### src/link_sync_pkg.sv
// constants and types shared by the link request and marker selection block
package link_sync_pkg;

   // ---------------------------------------------------------------
   // register bus
   // ---------------------------------------------------------------
   localparam int ADDR_W = 8;
   localparam int DATA_W = 32;

   localparam logic [7:0] OFF_CTRL   = 8'h00; // control, read/write
   localparam logic [7:0] OFF_STATUS = 8'h04; // live state, read only
   localparam logic [7:0] OFF_MARKS  = 8'h08; // sample mark count, read only

   // ---------------------------------------------------------------
   // control field positions and reset value
   // ---------------------------------------------------------------
   localparam int CTRL_W           = 4;
   localparam int CTRL_SYNC_SEL    = 0; // 0 = single-ended pin, 1 = marker pair
   localparam int CTRL_MARK_EN     = 1; // sample marking on
   localparam int CTRL_RECV_EN     = 2; // marker_receiver_enable
   localparam int CTRL_MODE_64B66B = 3; // 1 = 64b/66b, 0 = 8b/10b

   localparam logic [3:0] CTRL_RESET = 4'h0;

   // ---------------------------------------------------------------
   // status field positions
   // ---------------------------------------------------------------
   localparam int STAT_STATE_LSB = 0; // four one-hot state bits
   localparam int STAT_REQ       = 4; // selected request asserted
   localparam int STAT_MARK      = 5; // marker level seen

   // ---------------------------------------------------------------
   // counts
   // ---------------------------------------------------------------
   localparam int ILAS_CYCLES  = 16; // cycles of the alignment sequence
   localparam int ILAS_CNT_W   = 8;
   localparam int MARK_CNT_W   = 16;

   // ---------------------------------------------------------------
   // link bring-up states
   // ---------------------------------------------------------------
   typedef enum logic [3:0] {
      ST_IDLE = 4'b0001,
      ST_CGS  = 4'b0010,
      ST_ILAS = 4'b0100,
      ST_DATA = 4'b1000
   } link_state_type;

endpackage

### src/link_request_select.sv
// selects the link request source and decodes the differential marker pair
`timescale 1ns/1ns

module link_request_select (
   input  wire logic clock,
   input  wire logic rst_n,
   input  wire logic sync_sel,
   input  wire logic recv_en,
   input  wire logic single_ended_link_request_n,
   input  wire logic sample_marker_pair_p,
   input  wire logic sample_marker_pair_n,
   output logic      req_asserted,
   output logic      marker_high
);

   typedef struct packed {
      logic req;
      logic mark;
   } sel_state_type;

   sel_state_type st_ff;
   sel_state_type nxt_st;
   logic          pair_high;
   logic          pair_low;

   // ---------------------------------------------------------------
   // pair decode and source choice
   // ---------------------------------------------------------------
   // a disabled receiver reads as neither high nor low
   always_comb begin
      pair_high = recv_en & sample_marker_pair_p & ~sample_marker_pair_n;
      pair_low  = recv_en & ~sample_marker_pair_p & sample_marker_pair_n;
      nxt_st      = st_ff;
      nxt_st.mark = pair_high;
      if (sync_sel) begin
         nxt_st.req = pair_low;
      end else begin
         nxt_st.req = ~single_ended_link_request_n;
      end
   end

   always_ff @(posedge clock or negedge rst_n) begin
      if (!rst_n) begin
         st_ff <= '0;
      end else begin
         st_ff <= nxt_st;
      end
   end

   assign req_asserted = st_ff.req;
   assign marker_high  = st_ff.mark;
endmodule

### src/link_sync_top.sv
// link request handling, link bring-up sequencing and sample marking
// ---------------------------------------------------------------
// ---------------------------------------------------------------
//
// Strobed register access and the address map are this design's own decisions.
`timescale 1ns/1ns

module link_sync_top #(
   parameter int unsigned ILAS_CYCLES = link_sync_pkg::ILAS_CYCLES
) (
   input  wire logic        CLOCK,
   input  wire logic        RST_N,
   input  wire logic [7:0]  ADDR,
   input  wire logic [31:0] WR_DATA,
   input  wire logic        WR_STB,
   input  wire logic        RD_STB,
   output logic      [31:0] RD_DATA,
   input  wire logic        SINGLE_ENDED_LINK_REQUEST_N,
   input  wire logic        SAMPLE_MARKER_PAIR_P,
   input  wire logic        SAMPLE_MARKER_PAIR_N,
   output logic             CGS_ACTIVE,
   output logic             ILAS_ACTIVE,
   output logic             LINK_DATA_ACTIVE,
   output logic             NCO_SYNC_TRIGGER,
   output logic             SAMPLE_MARK
);

   typedef struct packed {
      link_sync_pkg::link_state_type state;
      logic [7:0]                    ilas_cnt;
      logic                          req_prev;
      logic                          mark_prev;
      logic [3:0]                    ctrl;
      logic                          nco_trig;
      logic                          mark_pulse;
      logic [15:0]                   mark_count;
      logic [31:0]                   rd_data;
   } top_state_type;

   top_state_type st_ff;
   top_state_type nxt_st;
   logic          req_q;
   logic          mark_q;
   logic          mode_64b;
   logic          mark_en;
   logic [7:0]    ilas_last;

   // ---------------------------------------------------------------
   // register read decode
   // ---------------------------------------------------------------
   // unmapped addresses read as zero
   function automatic logic [31:0] read_word(input logic [7:0]    addr,
                                             input top_state_type s,
                                             input logic          req,
                                             input logic          mark);
      logic [31:0] w;
      w = 32'h0000_0000;
      case (addr)
         link_sync_pkg::OFF_CTRL: begin
            w[3:0] = s.ctrl;
         end
         link_sync_pkg::OFF_STATUS: begin
            w[3:0]                      = s.state;
            w[link_sync_pkg::STAT_REQ]  = req;
            w[link_sync_pkg::STAT_MARK] = mark;
         end
         link_sync_pkg::OFF_MARKS: begin
            w[15:0] = s.mark_count;
         end
         default: begin
            w = 32'h0000_0000;
         end
      endcase
      return w;
   endfunction

   // ---------------------------------------------------------------
   // input selection
   // ---------------------------------------------------------------
   link_request_select u_select (
      .clock                       (CLOCK),
      .rst_n                       (RST_N),
      .sync_sel                    (st_ff.ctrl[link_sync_pkg::CTRL_SYNC_SEL]),
      .recv_en                     (st_ff.ctrl[link_sync_pkg::CTRL_RECV_EN]),
      .single_ended_link_request_n (SINGLE_ENDED_LINK_REQUEST_N),
      .sample_marker_pair_p        (SAMPLE_MARKER_PAIR_P),
      .sample_marker_pair_n        (SAMPLE_MARKER_PAIR_N),
      .req_asserted                (req_q),
      .marker_high                 (mark_q)
   );

   assign mode_64b  = st_ff.ctrl[link_sync_pkg::CTRL_MODE_64B66B];
   assign mark_en   = st_ff.ctrl[link_sync_pkg::CTRL_MARK_EN];
   assign ilas_last = 8'(ILAS_CYCLES - 1);

   // ---------------------------------------------------------------
   // next state
   // ---------------------------------------------------------------
   always_comb begin
      nxt_st           = st_ff;
      nxt_st.req_prev  = req_q;
      nxt_st.mark_prev = mark_q;
      nxt_st.rd_data   = 32'h0000_0000;

      // register port: write takes effect next cycle, read answers next cycle
      if (WR_STB && ADDR == link_sync_pkg::OFF_CTRL) begin
         nxt_st.ctrl = WR_DATA[3:0];
      end
      if (RD_STB) begin
         nxt_st.rd_data = read_word(ADDR, st_ff, req_q, mark_q);
      end

      // oscillator sync trigger on each new request, in every mode
      nxt_st.nco_trig = req_q & ~st_ff.req_prev;

      // sample mark on the rising marker level, independent of request use
      nxt_st.mark_pulse = mark_en & mark_q & ~st_ff.mark_prev;
      if (nxt_st.mark_pulse) begin
         nxt_st.mark_count = st_ff.mark_count + 16'h0001;
      end

      // link bring-up only in 8b/10b modes
      if (mode_64b) begin
         nxt_st.state    = link_sync_pkg::ST_IDLE;
         nxt_st.ilas_cnt = 8'h00;
      end else begin
         case (st_ff.state)
            link_sync_pkg::ST_IDLE: begin
               if (req_q) begin
                  nxt_st.state = link_sync_pkg::ST_CGS;
               end
            end
            link_sync_pkg::ST_CGS: begin
               if (!req_q) begin
                  nxt_st.state    = link_sync_pkg::ST_ILAS;
                  nxt_st.ilas_cnt = 8'h00;
               end
            end
            link_sync_pkg::ST_ILAS: begin
               if (req_q) begin
                  nxt_st.state = link_sync_pkg::ST_CGS;
               end else if (st_ff.ilas_cnt == ilas_last) begin
                  nxt_st.state = link_sync_pkg::ST_DATA;
               end else begin
                  nxt_st.ilas_cnt = st_ff.ilas_cnt + 8'h01;
               end
            end
            link_sync_pkg::ST_DATA: begin
               if (req_q) begin
                  nxt_st.state = link_sync_pkg::ST_CGS;
               end
            end
            default: begin
               nxt_st.state = link_sync_pkg::ST_IDLE;
            end
         endcase
      end
   end

   // ---------------------------------------------------------------
   // state register
   // ---------------------------------------------------------------
   always_ff @(posedge CLOCK or negedge RST_N) begin
      if (!RST_N) begin
         st_ff       <= '0;
         st_ff.state <= link_sync_pkg::ST_IDLE;
         st_ff.ctrl  <= link_sync_pkg::CTRL_RESET;
      end else begin
         st_ff <= nxt_st;
      end
   end

   // outputs straight from the state register
   assign RD_DATA          = st_ff.rd_data;
   // one-hot state bits drive the phase outputs with no gate in between
   assign CGS_ACTIVE       = st_ff.state[1];
   assign ILAS_ACTIVE      = st_ff.state[2];
   assign LINK_DATA_ACTIVE = st_ff.state[3];
   assign NCO_SYNC_TRIGGER = st_ff.nco_trig;
   assign SAMPLE_MARK      = st_ff.mark_pulse;
endmodule

### config.mk
export PLATFORM = sky130hd
export DESIGN_NAME = link_sync_top
export DESIGN_NICKNAME = d
export VERILOG_FILES = /design/src/link_sync_pkg.sv /design/src/link_request_select.sv /design/src/link_sync_top.sv
export SDC_FILE = /design/constraint.sdc
export NUM_CORES = 1
export LEC_CHECK = 0
export BUFFER_PORTS_ARGS = -buffer_cell sky130_fd_sc_hd__buf_2
export CORE_MARGIN = 2
export CORE_UTILIZATION = 30
export CTS_CLUSTER_DIAMETER = 100
export CTS_CLUSTER_SIZE = 10
export DETAILED_ROUTE_END_ITERATION = 6
export PLACE_DENSITY = 0.61
export SYNTH_ARGS = -nofsm -noshare
export SYNTH_HDL_FRONTEND = slang
export SYNTH_SLANG_ARGS = --single-unit
### constraint.sdc
create_clock -name CLOCK -period 5.4 [get_ports CLOCK]
set_clock_uncertainty 0.1 [all_clocks]
set_input_delay 0.27 -clock CLOCK [delete_from_list [all_inputs] [get_ports CLOCK]]
set_output_delay 0.27 -clock CLOCK [all_outputs]
set_load 0.005 [all_outputs]
==> flow_summary.yaml <==
cells_and_area:
  layout_common_cells: "53 x dfrtp_1, 39 x buf_2, 19 x nor2_1"
  n_fill_cell: 880
  final_util: 0.331
  finalNetCount: 320
  layout_commonest_cell: "dfrtp_1"
  area_growth_pct: 8.09
  drive_gt1_frac: 0.224
  diodes: 0
die:
  coreArea_mm2: 0.00859
  die_w_um: 97.6
  num_rows: 34
  boundaryPins: 84
  initial_core_util: 0.306
  die_h_um: 97.6
  die-area_mm2: 0.00953
timing:
  finalSetupTns_ns: 0
  rsz0062_at_grt: "no"
  post-route-period-util: 0.411
  max_freq_mhz: 450
  finalHoldViolCount: 36
  finalSetupViolCount: 0
  fin_ws_ns: 3.18
  hold_ws_ns: -0.0184
  relSlewSlack: 0.368
  drv_slew: 0
  fin_crit_ns: 2.22
  worst_slew_pin_slew_ns: 0.946
yosys:
  synth_area_leaders: "dfrtp_1 50%, buf_4 9.1%, xnor2_1 4.0%"
  ys_seq_area_frac: 0.515
  synth_flop_cell: "dfrtp_1"
  avgSynthCellArea_um2: 10.6
  yosysUniqueCellTypes: 48
  yosys_warnings: 0
  synth_area_leader_cell: "dfrtp_1"
  synth_cells: 247
  synth.top_cell.area_share: 0.505
  async_reset_ff_frac: 1.00
  synth_edf_count: 0
  ys_ff_latch: 54
  syn_area_mm2: 0.00263
critical_path:
  start_kind: "register"
  ff2ff_setup_slack_ns: 3.18
  critical_path.slowest_cell: "or4b_4"
  path_cells: "or4b_4 -> or2_1 -> or3_4 -> o31ai_2"
  cp-end-kind: "register"
  slowest_delay_ns: 0.62
  worstPathArrival_ns: 2.34
  required_ns: 5.51
  critPathMaxFanout: 11
  reg2reg_from: "CGS_ACTIVE"
  r2r_end: "st_ff[62]"
  r2r_cells: 4
  critPathKind: "reg2reg"
global_route:
  grt-ovfl-total: 0
  grt_pass1_vias: 1584
  grt_pass1_wl_mm: 7.80
  grt_max_degree: 55
  grt_use_total: 0.100
  antenna_found_initial: 0
run_status:
  violations: "hold timing"
  status: "complete, but fails checks"
clock_network:
  postCtsResizedCells: 0
  insertion_delay_ns: 0.30
  post-cts-setup-buffers: 0
  hold_buffers: 0
  cts.path.max_buffers: 2
  clk_pin_slew_ns: 0.10
  cts-htree-levels: 2
  clock-root-buffer: "clkbuf_8"
  tritoncts: "done"
  clock_sinks: 54
  numCtsBuffers: 5
detailed_routing:
  wire_per_inst_um: 12.5
  drtIter0Drc: 80
  wl_met2_mm: 2.07
  vias: 1724
  wl_met1_mm: 2.41
  wl_met3_um: 206
  route.detailed.drc: 0
  avgViaCountPerCell: 4.54
  routed.top_layer: "met4"
  drtPass1Iterations: 4
  drtAntennaViolNets: 0
  wl_mm: 4.75
pwr:
  powerDensity_mw_per_mm2: 271
  peakVddDrop_mv: 0.109
  leakage_nw: 1.39
placed_design:
  dp_slack_ns: 2.97
  globalplace.congestion: 0.756
  place_hpwl_mm: 3.41
  io_buffers: 39
hold_path:
  min_path_type: "in2async"
run:
  max_cap_violations: 0
-- registers in the layout, indices dropped and copies added, names as in the netlist --
| register | flops |
|---|---|
| LINK_DATA_ACTIVE | 1 |
| st_ff | 29 |
| mark_en | 1 |
| SAMPLE_MARK | 1 |
| ILAS_ACTIVE | 1 |
| CGS_ACTIVE | 1 |
| mode_64b | 1 |
| NCO_SYNC_TRIGGER | 1 |
| u_select.req_asserted | 1 |
| u_select.marker_high | 1 |
| RD_DATA | 16 |
-- how the worst max path moves through the flow --
stage	to	cells after the start	from	slack [ns]
CTS	st_ff[62]	4	ILAS_ACTIVE	3.18
finish	st_ff[62]	4	CGS_ACTIVE	3.18
floorplan	st_ff[63]	5	CGS_ACTIVE	3.31
detailed placement	RD_DATA[10]	5	ADDR[1]	2.97
global placement	RD_DATA[12]	5	ADDR[1]	2.94
global route	RD_DATA[10]	5	ADDR[1]	3.04
-- synthesized netlist by cell type, types with 2 or more instances --
master    count
a21oi_1      13
a22oi_1       2
and2_1       10
and3_1        3
buf_4        32
clkbuf_1      4
dfrtp_1      53
ha_1          2
inv_1         5
mux2_2        4
mux2i_1       6
nand2_1      14
nand3_1       5
nand4_1       8
nand4b_1      2
nor2_1       19
nor2b_1       3
nor3_1        3
nor4_1        5
o21ai_0       7
o31ai_2       2
or2_2         2
or4_1         2
xnor2_1      12
xor2_1        6
-- area by class of cell --
type                            instances  area, um^2  share of cell area
Timing Repair Buffer                   40         203              0.0713
Sequential cell                        54        1350               0.476
Clock inverter                          3        21.3             0.00749
Clock buffer                            5        68.8              0.0242
Multi-Input combinational cell        165        1040               0.367
Inverter                                5        18.8             0.00661
Tap cell                              108         135              0.0476
-- where the power goes --
group	total, mW	switching (mW)	internal (mW)
registers	0.455	0.0335	0.421
clock network	0.224	0.133	0.0914
logic	0.0898	0.0456	0.0442
-- cell families after synthesis --
family	share of synthesized area
simple gates	0.182
flops	0.515
buf+inv	0.110
compound gates	0.0823
xor+xnor	0.0600
mux	0.0400
fa+ha+maj	0.00952
other cells	0.00143
-- per-stage QoR --
step	instances	power, mW	hold slack [ns]	area (um^2)
global route	380	0.815	0.0106	2840
floorplan	262	0.532	-0.126	2690
global placement	372	0.550	0.282	2750
detailed placement	372	0.554	0.285	2750
CTS	380	0.784	0.00889	2840
finish	380	0.769	-0.0184	2840
-- worst max-delay path, delay by kind of cell (launching register included) --
kind            cells  cell delay [ns]
compound gates      1             0.22
flops               1             0.52
simple gates        3             1.29
-- per-layer routing --
metal,up-vias,global-route usage
met5,-,0
met4,0,0.0288
met3,6,0.0281
met2,37,0.141
met1,822,0.150
li1,859,-
(Power assumes the default switching activity.)
